## config.mk

```make
export PLATFORM = sky130hd
export DESIGN_NAME = dofs_top
export DESIGN_NICKNAME = d
export VERILOG_FILES = /design/src/hw/dofs_pkg.sv /design/src/hw/dofs_top.sv
export VERILOG_INCLUDE_DIRS = /design/src /design/src/hw
export SDC_FILE = /design/constraint.sdc
export NUM_CORES = 2
export LEC_CHECK = 0
export BUFFER_PORTS_ARGS = -buffer_cell sky130_fd_sc_hd__buf_2
export CAP_MARGIN = 40
export CELL_PAD_IN_SITES_DETAIL_PLACEMENT = 1
export CELL_PAD_IN_SITES_GLOBAL_PLACEMENT = 1
export CORE_ASPECT_RATIO = 1.2
export CORE_MARGIN = 2
export CORE_UTILIZATION = 48
export CTS_CLUSTER_DIAMETER = 150
export DETAILED_ROUTE_END_ITERATION = 12
export GPL_TIMING_DRIVEN = 0
export PLACE_DENSITY = 0.78
export SLEW_MARGIN = 25
export SYNTH_ARGS = -nofsm -noshare
export SYNTH_HDL_FRONTEND = slang
export SYNTH_SLANG_ARGS = --single-unit
```

## constraint.sdc

```tcl
create_clock -name clock -period 4.9 [get_ports clock]
set_clock_uncertainty 0.05 [all_clocks]
set_input_delay 0.735 -clock clock [delete_from_list [all_inputs] [get_ports clock]]
set_output_delay 0.735 -clock clock [all_outputs]
set_load 0.03 [all_outputs]
```

## src/hw/dofs_cfg.svh

```systemverilog
// constants for the drive output function select block
// assumes inclusion by bare name from the bench and the top module
`ifndef DOFS_CFG_SVH
`define DOFS_CFG_SVH
// ----------------------------------------------------------------
// register byte offsets
// ----------------------------------------------------------------
`define DOFS_OFS_POLARITY  7'h00
`define DOFS_OFS_FUNCTION  7'h04
`define DOFS_OFS_SENSE     7'h08
`define DOFS_OFS_OVERLIMIT 7'h0c
`define DOFS_OFS_STATUS    7'h10
`define DOFS_OFS_ON_BASE   7'h20
`define DOFS_OFS_OFF_BASE  7'h40
`define DOFS_OFS_LVL_BASE  7'h60
// ----------------------------------------------------------------
// field layout and reset values
// ----------------------------------------------------------------
`define DOFS_NUM_OUT       5
`define DOFS_CODE_W        4
`define DOFS_DLY_W         20
`define DOFS_LVL_W         8
`define DOFS_POL_CUR       0
`define DOFS_POL_V1        1
`define DOFS_POL_V2        2
`define DOFS_POL_RST       3'h0
`define DOFS_FUNC_RST      20'h45210
`define DOFS_SENSE_RST     5'h00
`define DOFS_CODE_MAX      4'hd
`define DOFS_NUM_CODES     14
`define DOFS_LVL_RST       40'h3205320332
// ----------------------------------------------------------------
// function codes and timing
// ----------------------------------------------------------------
`define DOFS_C_OK 0
`define DOFS_C_SPD 1
`define DOFS_C_ARM 2
`define DOFS_C_ATSPD 3
`define DOFS_C_ILIM 4
`define DOFS_C_RUN 5
`define DOFS_C_OVL 6
`define DOFS_C_FWK 7
`define DOFS_C_FLD 8
`define DOFS_C_REF 9
`define DOFS_C_NOWARN 10
`define DOFS_C_BUS 11
`define DOFS_C_TMA 12
`define DOFS_C_TMB 13
`define DOFS_CLK_HZ        100000000
`define DOFS_TICK_MS       1
`define DOFS_RESP_OK       2'h0
`define DOFS_RESP_ERR      2'h2
`endif

```

## src/hw/dofs_pkg.sv

```systemverilog
// types shared by the drive output function select block
// assumes the cfg header is on the include path
`default_nettype none
package dofs_pkg;
  // one-hot state of each output's on/off delay shaper
  typedef enum logic [3:0] {
    DOFS_OFF      = 4'h1,
    DOFS_ON_WAIT  = 4'h2,
    DOFS_ON       = 4'h4,
    DOFS_OFF_WAIT = 4'h8
  } dofs_state_t;
endpackage : dofs_pkg
`default_nettype wire

```

## src/hw/dofs_top.sv

```systemverilog
// drive output function select: five digital output routers, analog polarity
// assumes synchronous status inputs from the regulator core and an axi4-lite master
//
// The register offsets and the AXI4-Lite interface to the registers were chosen for this implementation.
`include "dofs_cfg.svh"
`default_nettype none
module dofs_top #(
  parameter int TICK_CYCLES = `DOFS_CLK_HZ / 1000 * `DOFS_TICK_MS
) (
  input  wire logic                      clock,
  input  wire logic                      rst_n,
  input  wire logic                      clk_en,
  // axi4-lite slave
  input  wire logic [6:0]                s_axi_awaddr,
  input  wire logic                      s_axi_awvalid,
  output logic                           s_axi_awready,
  input  wire logic [31:0]               s_axi_wdata,
  input  wire logic [3:0]                s_axi_wstrb,
  input  wire logic                      s_axi_wvalid,
  output logic                           s_axi_wready,
  output logic [1:0]                     s_axi_bresp,
  output logic                           s_axi_bvalid,
  input  wire logic                      s_axi_bready,
  input  wire logic [6:0]                s_axi_araddr,
  input  wire logic                      s_axi_arvalid,
  output logic                           s_axi_arready,
  output logic [31:0]                    s_axi_rdata,
  output logic [1:0]                     s_axi_rresp,
  output logic                           s_axi_rvalid,
  input  wire logic                      s_axi_rready,
  // drive status from the regulator core
  input  wire logic                      drive_ok,
  input  wire logic signed [15:0]        speed_feedback_monitor,
  input  wire logic signed [15:0]        armature_current,
  input  wire logic [15:0]               field_current,
  input  wire logic signed [15:0]        reference_error,
  input  wire logic signed [15:0]        ramp_input_error,
  input  wire logic                      current_limit,
  input  wire logic                      drive_running,
  input  wire logic                      current_overlimit,
  input  wire logic                      field_weakening,
  input  wire logic                      no_warning,
  input  wire logic [`DOFS_NUM_OUT-1:0]  fieldbus_bit,
  input  wire logic                      timer_input_a,
  input  wire logic                      timer_input_b,
  input  wire logic                      output1_mode_jumper,
  input  wire logic                      output2_mode_jumper,
  // terminal side
  output logic [`DOFS_NUM_OUT-1:0]       multifunction_digital_output,
  output logic                           current_output_unipolar,
  output logic [1:0]                     voltage_output_unipolar
);
  // ----------------------------------------------------------------
  // helpers
  // ----------------------------------------------------------------
  // magnitude of a signed monitor value
  function automatic logic [15:0] dofs_abs(input logic signed [15:0] v);
    dofs_abs = v[15] ? 16'(-v) : 16'(v);
  endfunction : dofs_abs
  // byte-lane merge for partial writes
  function automatic logic [31:0] dofs_merge(input logic [31:0] old_v,
                                             input logic [31:0] new_v,
                                             input logic [3:0]  strb);
    dofs_merge = old_v;
    for (int b = 0; b < 4; b++)
      if (strb[b])
        dofs_merge[b*8 +: 8] = new_v[b*8 +: 8];
  endfunction : dofs_merge

  // ----------------------------------------------------------------
  // registers
  // ----------------------------------------------------------------
  logic [2:0]                                 polarity;      // analog polarity bits
  logic [`DOFS_NUM_OUT*`DOFS_CODE_W-1:0]      function_code; // packed selectors
  logic [`DOFS_NUM_OUT-1:0]                   output_sense;  // output_logic_sense
  logic [`DOFS_DLY_W-1:0]                     overlimit_time;// overlimit_time_setting, ms
  logic [`DOFS_DLY_W-1:0]                     on_dly  [`DOFS_NUM_OUT];
  logic [`DOFS_DLY_W-1:0]                     off_dly [`DOFS_NUM_OUT];
  logic [`DOFS_LVL_W-1:0]                     level   [`DOFS_NUM_OUT];
  logic                                       overlimit_done;// code 6 source
  logic [31:0]                                wmerge;        // merged write value
  logic [31:0]                                next_rdata;    // read mux
  logic                                       wr_ok;         // mapped write offset
  logic                                       rd_ok;         // mapped read offset
  logic                                       wr_fire;       // write taken
  logic [`DOFS_NUM_OUT*`DOFS_CODE_W-1:0]      next_func;     // range-checked codes

  // ----------------------------------------------------------------
  // axi4-lite handshake
  // ----------------------------------------------------------------
  // address and data taken together; no new write while a response waits
  // ready stays low while frozen, so a master never sees a beat that was not taken
  assign s_axi_awready = !s_axi_bvalid && s_axi_awvalid && s_axi_wvalid && clk_en;
  assign s_axi_wready  = s_axi_awready;
  assign wr_fire       = s_axi_awready;
  assign s_axi_arready = !s_axi_rvalid && clk_en;

  // decode of the word offsets that exist
  always_comb
  begin
    wr_ok = (s_axi_awaddr[6:5] != 2'h0) ||
            (s_axi_awaddr < `DOFS_OFS_STATUS);
    rd_ok = (s_axi_araddr[6:5] != 2'h0) ||
            (s_axi_araddr <= `DOFS_OFS_STATUS);
    if (s_axi_awaddr[6:5] != 2'h0)
      wr_ok = s_axi_awaddr[4:2] < 3'(`DOFS_NUM_OUT);
    if (s_axi_araddr[6:5] != 2'h0)
      rd_ok = s_axi_araddr[4:2] < 3'(`DOFS_NUM_OUT);
  end

  // write response channel
  always_ff @(posedge clock or negedge rst_n)
  begin
    if (!rst_n)
    begin
      s_axi_bvalid <= 1'b0;
      s_axi_bresp  <= `DOFS_RESP_OK;
    end
    else if (clk_en)
    begin
      if (wr_fire)
      begin
        s_axi_bvalid <= 1'b1;
        s_axi_bresp  <= wr_ok ? `DOFS_RESP_OK : `DOFS_RESP_ERR; // unmapped or read-only
      end
      else if (s_axi_bready)
        s_axi_bvalid <= 1'b0;
    end
  end

  // read mux; bits above each field read as zero
  always_comb
  begin
    next_rdata = 32'h0;
    case (s_axi_araddr[6:5])
      2'h0:
        case (s_axi_araddr[4:2])
          3'h0:    next_rdata[2:0] = polarity;
          3'h1:    next_rdata[19:0] = function_code;
          3'h2:    next_rdata[4:0] = output_sense;
          3'h3:    next_rdata[19:0] = overlimit_time;
          3'h4:    next_rdata[5:0] = {overlimit_done, multifunction_digital_output};
          default: next_rdata = 32'h0;
        endcase
      2'h1:    next_rdata[19:0] = rd_ok ? on_dly[s_axi_araddr[4:2]] : 20'h0;
      2'h2:    next_rdata[19:0] = rd_ok ? off_dly[s_axi_araddr[4:2]] : 20'h0;
      default: next_rdata[7:0] = rd_ok ? level[s_axi_araddr[4:2]] : 8'h0;
    endcase
  end

  // read data channel, answer one cycle after the address is taken
  always_ff @(posedge clock or negedge rst_n)
  begin
    if (!rst_n)
    begin
      s_axi_rvalid <= 1'b0;
      s_axi_rdata  <= 32'h0;
      s_axi_rresp  <= `DOFS_RESP_OK;
    end
    else if (clk_en)
    begin
      if (s_axi_arvalid && s_axi_arready)
      begin
        s_axi_rvalid <= 1'b1;
        s_axi_rdata  <= next_rdata;
        s_axi_rresp  <= rd_ok ? `DOFS_RESP_OK : `DOFS_RESP_ERR;
      end
      else if (s_axi_rready)
        s_axi_rvalid <= 1'b0;
    end
  end

  // ----------------------------------------------------------------
  // register file
  // ----------------------------------------------------------------
  // the merge picks the register that the write address names
  always_comb
  begin
    wmerge = 32'h0;
    case (s_axi_awaddr[6:5])
      2'h0:
        case (s_axi_awaddr[4:2])
          3'h0:    wmerge = dofs_merge({29'h0, polarity}, s_axi_wdata, s_axi_wstrb);
          3'h1:    wmerge = dofs_merge({12'h0, function_code}, s_axi_wdata, s_axi_wstrb);
          3'h2:    wmerge = dofs_merge({27'h0, output_sense}, s_axi_wdata, s_axi_wstrb);
          default: wmerge = dofs_merge({12'h0, overlimit_time}, s_axi_wdata, s_axi_wstrb);
        endcase
      2'h1:    wmerge = dofs_merge({12'h0, on_dly[s_axi_awaddr[4:2]]}, s_axi_wdata,
                                   s_axi_wstrb);
      2'h2:    wmerge = dofs_merge({12'h0, off_dly[s_axi_awaddr[4:2]]}, s_axi_wdata,
                                   s_axi_wstrb);
      default: wmerge = dofs_merge({24'h0, level[s_axi_awaddr[4:2]]}, s_axi_wdata,
                                   s_axi_wstrb);
    endcase
    // a selector nibble above the last code keeps its old value
    for (int i = 0; i < `DOFS_NUM_OUT; i++)
      next_func[i*`DOFS_CODE_W +: `DOFS_CODE_W] =
        (wmerge[i*`DOFS_CODE_W +: `DOFS_CODE_W] > `DOFS_CODE_MAX) ?
        function_code[i*`DOFS_CODE_W +: `DOFS_CODE_W] :
        wmerge[i*`DOFS_CODE_W +: `DOFS_CODE_W];
  end

  always_ff @(posedge clock or negedge rst_n)
  begin
    if (!rst_n)
    begin
      polarity       <= `DOFS_POL_RST;
      function_code  <= `DOFS_FUNC_RST;
      output_sense   <= `DOFS_SENSE_RST;
      overlimit_time <= '0;
      for (int i = 0; i < `DOFS_NUM_OUT; i++)
      begin
        on_dly[i]  <= '0;
        off_dly[i] <= '0;
        level[i]   <= $bits(level[i])'(`DOFS_LVL_RST >> (i*`DOFS_LVL_W));
      end
    end
    else if (wr_fire && wr_ok)
    begin
      case (s_axi_awaddr[6:5])
        2'h0:
          case (s_axi_awaddr[4:2])
            3'h0:    polarity       <= wmerge[2:0];
            3'h1:    function_code  <= next_func;
            3'h2:    output_sense   <= wmerge[4:0];
            default: overlimit_time <= wmerge[19:0];
          endcase
        2'h1:    on_dly[s_axi_awaddr[4:2]]  <= wmerge[19:0];
        2'h2:    off_dly[s_axi_awaddr[4:2]] <= wmerge[19:0];
        default: level[s_axi_awaddr[4:2]]   <= wmerge[7:0];
      endcase
    end
  end

  // ----------------------------------------------------------------
  // analog polarity
  // ----------------------------------------------------------------
  // a jumper in current mode gives 0..20 ma, always one direction
  assign current_output_unipolar    = polarity[`DOFS_POL_CUR];
  assign voltage_output_unipolar[0] = output1_mode_jumper | polarity[`DOFS_POL_V1];
  assign voltage_output_unipolar[1] = output2_mode_jumper | polarity[`DOFS_POL_V2];

  // ----------------------------------------------------------------
  // millisecond tick and overlimit timer
  // ----------------------------------------------------------------
  logic [$clog2(TICK_CYCLES+1)-1:0] tick_cnt;   // prescaler
  logic                             tick;       // one-cycle ms strobe
  logic [`DOFS_DLY_W-1:0]           ovl_cnt;    // ms spent in overlimit

  assign tick = (tick_cnt == '0);

  always_ff @(posedge clock or negedge rst_n)
  begin
    if (!rst_n)
      tick_cnt <= '0;
    else if (clk_en)
      tick_cnt <= tick ? $bits(tick_cnt)'(TICK_CYCLES - 1) : tick_cnt - 1'b1;
  end

  // leaving overlimit restarts the wait, so only an unbroken stretch counts
  always_ff @(posedge clock or negedge rst_n)
  begin
    if (!rst_n)
    begin
      ovl_cnt        <= '0;
      overlimit_done <= 1'b0;
    end
    else if (clk_en)
    begin
      if (!current_overlimit)
      begin
        ovl_cnt        <= '0;
        overlimit_done <= 1'b0;
      end
      else
      begin
        if (tick && ovl_cnt < overlimit_time)
          ovl_cnt <= ovl_cnt + 1'b1;
        overlimit_done <= (ovl_cnt >= overlimit_time);
      end
    end
  end

  AST_OVL_NEEDS_INPUT: assert property (@(posedge clock) disable iff (!rst_n)
    $rose(overlimit_done) |-> $past(current_overlimit) &&
    $past(ovl_cnt) >= $past(overlimit_time))
    else $error("overlimit flag rose without overlimit");

  // ----------------------------------------------------------------
  // per-output selection and delay shaping
  // ----------------------------------------------------------------
  genvar g;
  generate
    for (g = 0; g < `DOFS_NUM_OUT; g++)
    begin : g_out
      logic [`DOFS_NUM_CODES-1:0] cond;     // candidate sources
      logic [`DOFS_CODE_W-1:0]    code;     // this output's selector
      logic [15:0]                lvl;      // level widened to compare
      logic                       request;  // selected source
      logic [`DOFS_DLY_W-1:0]     dcnt;     // delay count in ms
      dofs_pkg::dofs_state_t      state;    // shaper state

      assign code = function_code[g*`DOFS_CODE_W +: `DOFS_CODE_W];
      assign lvl  = {8'h0, level[g]};

      // source conditions, thresholds against this output's level
      always_comb
      begin
        cond                = '0;
        cond[`DOFS_C_OK]    = drive_ok;
        cond[`DOFS_C_SPD]   = dofs_abs(speed_feedback_monitor) > lvl;
        cond[`DOFS_C_ARM]   = dofs_abs(armature_current) > lvl;
        cond[`DOFS_C_ATSPD] = drive_running &&
                              dofs_abs(ramp_input_error) < lvl;
        cond[`DOFS_C_ILIM]  = current_limit;
        cond[`DOFS_C_RUN]   = drive_running;
        cond[`DOFS_C_OVL]   = overlimit_done;
        cond[`DOFS_C_FWK]   = field_weakening;
        cond[`DOFS_C_FLD]   = field_current > lvl;
        cond[`DOFS_C_REF]   = dofs_abs(reference_error) > lvl;
        cond[`DOFS_C_NOWARN] = no_warning;
        cond[`DOFS_C_BUS]   = fieldbus_bit[g];
        cond[`DOFS_C_TMA]   = timer_input_a;
        cond[`DOFS_C_TMB]   = timer_input_b;
        request = (code <= `DOFS_CODE_MAX) ? cond[code] : 1'b0;
      end

      // on delay from the moment the source turns true, off delay likewise
      always_ff @(posedge clock or negedge rst_n)
      begin
        if (!rst_n)
        begin
          state <= dofs_pkg::DOFS_OFF;
          dcnt  <= '0;
        end
        else if (clk_en)
        begin
          case (state)
            dofs_pkg::DOFS_OFF:
              if (request)
              begin
                state <= (on_dly[g] == '0) ? dofs_pkg::DOFS_ON : dofs_pkg::DOFS_ON_WAIT;
                dcnt  <= '0;
              end
            dofs_pkg::DOFS_ON_WAIT:
              if (!request)
                state <= dofs_pkg::DOFS_OFF;       // glitch shorter than the delay
              else if (dcnt >= on_dly[g])
                state <= dofs_pkg::DOFS_ON;
              else if (tick)
                dcnt <= dcnt + 1'b1;
            dofs_pkg::DOFS_ON:
              if (!request)
              begin
                state <= (off_dly[g] == '0) ? dofs_pkg::DOFS_OFF : dofs_pkg::DOFS_OFF_WAIT;
                dcnt  <= '0;
              end
            dofs_pkg::DOFS_OFF_WAIT:
              if (request)
                state <= dofs_pkg::DOFS_ON;
              else if (dcnt >= off_dly[g])
                state <= dofs_pkg::DOFS_OFF;
              else if (tick)
                dcnt <= dcnt + 1'b1;
            default:
              state <= dofs_pkg::DOFS_OFF;
          endcase
        end
      end

      // relay is energised while on or waiting to drop; sense inverts it
      always_ff @(posedge clock or negedge rst_n)
      begin
        if (!rst_n)
          multifunction_digital_output[g] <= 1'b0;
        else if (clk_en)
          multifunction_digital_output[g] <= output_sense[g] ^
            (state == dofs_pkg::DOFS_ON || state == dofs_pkg::DOFS_OFF_WAIT);
      end

      AST_CODE_RANGE: assert property (@(posedge clock) disable iff (!rst_n)
        code <= `DOFS_CODE_MAX)
        else $error("selector holds an undefined code");
      AST_AT_SPEED_RUN: assert property (@(posedge clock) disable iff (!rst_n)
        cond[`DOFS_C_ATSPD] |-> drive_running)
        else $error("at speed without running");
      AST_BUS_ROUTE: assert property (@(posedge clock) disable iff (!rst_n)
        code == `DOFS_C_BUS |-> request == fieldbus_bit[g])
        else $error("fieldbus code not routed");
      AST_NO_DELAY_ON: assert property (@(posedge clock) disable iff (!rst_n)
        clk_en && state == dofs_pkg::DOFS_OFF && request && on_dly[g] == '0 ##1 clk_en
        |=> multifunction_digital_output[g] == !output_sense[g])
        else $error("zero on delay did not switch in two cycles");
      AST_ON_WAIT_HOLDS: assert property (@(posedge clock) disable iff (!rst_n)
        clk_en && state == dofs_pkg::DOFS_ON_WAIT && request && dcnt < on_dly[g]
        |=> state != dofs_pkg::DOFS_ON)
        else $error("output on before its delay");
    end
  endgenerate

  AST_CUR_MODE: assert property (@(posedge clock) disable iff (!rst_n)
    output1_mode_jumper |-> voltage_output_unipolar[0])
    else $error("current mode output not unidirectional");
  AST_V_POL: assert property (@(posedge clock) disable iff (!rst_n)
    wr_fire && wr_ok && s_axi_awaddr == `DOFS_OFS_POLARITY && s_axi_wstrb[0]
    && !output2_mode_jumper
    |=> voltage_output_unipolar[1] == $past(s_axi_wdata[`DOFS_POL_V2]))
    else $error("voltage polarity write not applied");
  AST_BVALID_HOLD: assert property (@(posedge clock) disable iff (!rst_n)
    s_axi_bvalid && !s_axi_bready |=> s_axi_bvalid)
    else $error("write response dropped early");
endmodule : dofs_top
`default_nettype wire

```

==> metrics.txt <==
CP Class=input port to flip-flop; Hold Path Cell Cnt=4; Initial DRT Pass Iterations=5; Synth area leader=dfrtp_1; Num CTS Buffers=53; Total GRT Usage=51.5%; ratio of final minimum period to clock period=102%; final net count=~5400; Rows=~110; DP HPWL=between 150000 and 200000 um; synth top area cells=dfrtp_1, ha_1, o21ai_0; first-pass GRT wire length=302000 um; grt total ovfl=0; Final Worst Setup Slack=-0.0777 ns; top_reg_cell synth=dfrtp_1; Vias=roughly 42000; Pleak=19.9 nW; H-tree level count=2; largest net degree at the start of global routing=92; FF+latch area=roughly 0.012 mm2; Post-Synthesis Mean Instance Area=around 8.5 um2; Initial Util=about 48%; core area=0.0789 mm2; failing checks=setup timing; Post-Synthesis Cells=between 4000 and 5000; io pins=~200; post-place setup slack=-1.24 ns; worst skew pair latency=about 0.65 ns; synth cell count leaders=dfrtp_1, o21ai_0, ha_1; worst-path fanout max=10; status=finished, violations left; fin. max-slew vios=0; clock transition at the registers of the reported paths=approximately 0.06 ns; worst-case reg-to-reg path depth=15; Syn. warnings=0; Arr. time, crit path=around 5.5 ns; Vias per Instance=approximately 7; vias in the first global route=42600; Multi-input gate area=0.0244 mm2; Worst Setup End Kind=flip-flop; Layout area overhead=13.9%; Tightest Pin Transition=about 1 ns; Final Setup Violations=17; layout cell share with drive strength beyond 1=13.1%; Mapped Area=around 0.038 mm2; drt initial violations=roughly 4400; sequential cell area fraction in the yosys report=a little under a third; Pwr Total=around 0.014 W; Hold WC Path Type=input port to flip-flop; filler cell count=approximately 9400; CP startpoint kind=input port; post-synth cell types=94; Residual DRC=0; initial antenna violation count=16; Max Cap Violations=0; Post-synth EDFFs=0; clock period minus worst slack=4.98 ns; die area=0.0817 mm2; Setup TNS Final=-0.713 ns; Die W=261 um; CTS tree=built; PortBufs=167; DRT antenna net count=0; Clock Path Buffers=3; Die Y=between 300 and 400 um; CP required=around 5.4 ns; post-synth top area share=29.7%; peak supply drop=288 uV; WL final=about 210000 um; Pwr Density=328 mW/mm2; clock sinks=475; top-count cell post-synth=dfrtp_1; Peak Freq=~200 MHz; root buf cell=clkbuf_16; asr flop ratio synth=between 90% and 100%; gpl congestion=between 1 and 1.5; Slew headroom=between 30% and 40%; Final Hold Viols=0; DR WL/cell=36.3 um; #FFs+latches synth=roughly 480
## metrics by stage
step	hold slack (ns)	cell area (um2)	std cells	util [%]
global placement	0.408	40300	5717	51.1
CTS	0.318	43000	5865	54.6
floorplan	0.389	38200	4515	-
finish	0.318	43500	5893	55.1
global route	0.366	43400	5884	55.1
detailed placement	0.415	41100	5770	52.1
## layout by cell type (no fill, tap or decap), types with 29 or more instances in the layout
cell	Yosys	layout
nand3_1	89	89
xor2_1	45	42
clkbuf_1	203	179
nor2_1	331	328
o22ai_1	39	38
nand2_1	410	410
a21oi_1	325	322
nand2b_1	81	81
xnor2_1	55	43
a22oi_1	52	51
buf_6	1	34
and3_1	46	46
o21a_1	29	29
inv_1	321	320
nor4_1	86	86
buf_4	15	32
a211oi_1	35	34
a21o_1	73	73
nor3_1	73	67
dfrtp_1	452	452
a221oi_1	41	39
clkbuf_16	0	55
mux2_2	120	120
nor2b_1	50	50
o21ai_0	445	440
nand4_1	96	96
o31ai_1	31	31
mux2i_1	94	93
ha_1	426	426
a31oi_1	48	47
buf_2	3	175
## layer usage
layer  vias up  global-route usage [%]  share of wire (%)
met5         -                       0              0.021
met4         6                    46.7                 11
met3      1066                    13.7                9.6
met2      2671                    78.9                 44
met1     20800                    58.6                 35
li1      17100                       -                  -
## worst paths after layout
path | endpoint | from | slack (ns)
max reg2reg | g_out[0].dcnt[6] | tick_cnt[0] | 0.23
max | off_dly[99] | s_axi_awaddr[2] | -0.08
min | s_axi_rvalid | s_axi_rready | 0.32
max in group asynchronous | s_axi_bvalid | rst_n | 2.87
min reg2reg | s_axi_rdata[19] | s_axi_rdata[19] | 0.44
min in group asynchronous | g_out[0].dcnt[6] | rst_n | 0.55
## cell type report
cell class	instances	area share, %
sequential	475	27.4
antenna	10	0.0576
inverter	324	2.81
clock inverter	24	0.677
multi-input combinational	3473	56.3
buffer	240	2.32
timing repair buffer	243	4.05
clock buffer	69	3.43
tap	1035	2.98
## cells by family after synthesis
logic type,Yosys count,share of synthesized area (%)
other,1,0.00983
buffers and inverters,567,5.76
AND/OR/NAND/NOR,1373,17.5
AO/OA/AOI/OAI,1317,21.5
adder cells (fa/ha/maj),426,14.0
XOR/XNOR,100,2.30
multiplexers,243,7.72
flip-flops,475,31.2
## sequential cells by signal (all words and copies together) (netlist names), 40 cells and up
register,flops
g_out.dcnt,100
g_out.lvl,40
off_dly,100
on_dly,100
## timing repair
item / in CTS / in global routing
buffers inserted: 2 / 9
pin swaps: 2 / 8
gates cloned: 0 / 0
hold endpoints to repair: 15 / 0
endpoints found under the setup margin: 167 / 135
hold buffers: 1 / 0
resized for setup: 22 / 55
## worst max-delay path, cell delays in order
cell and delay (ns):
buf_2 0.19, clkbuf_2 0.42, clkbuf_1 0.58, clkbuf_1 0.66, nand3_1 0.58, o221ai_1 0.47
o21ai_0 0.29, a21oi_1 0.70, clkbuf_1 0.40, buf_6 0.24, nand2_1 0.08, o21ai_0 0.10
## power breakdown
part | internal (W) | switching (W)
Sequential | 0.00432 | 0.000691
Combinational | 0.00159 | 0.00338
Clock | 0.00245 | 0.00184
Total | 0.00836 | 0.00591
(Power assumes the default switching activity.)
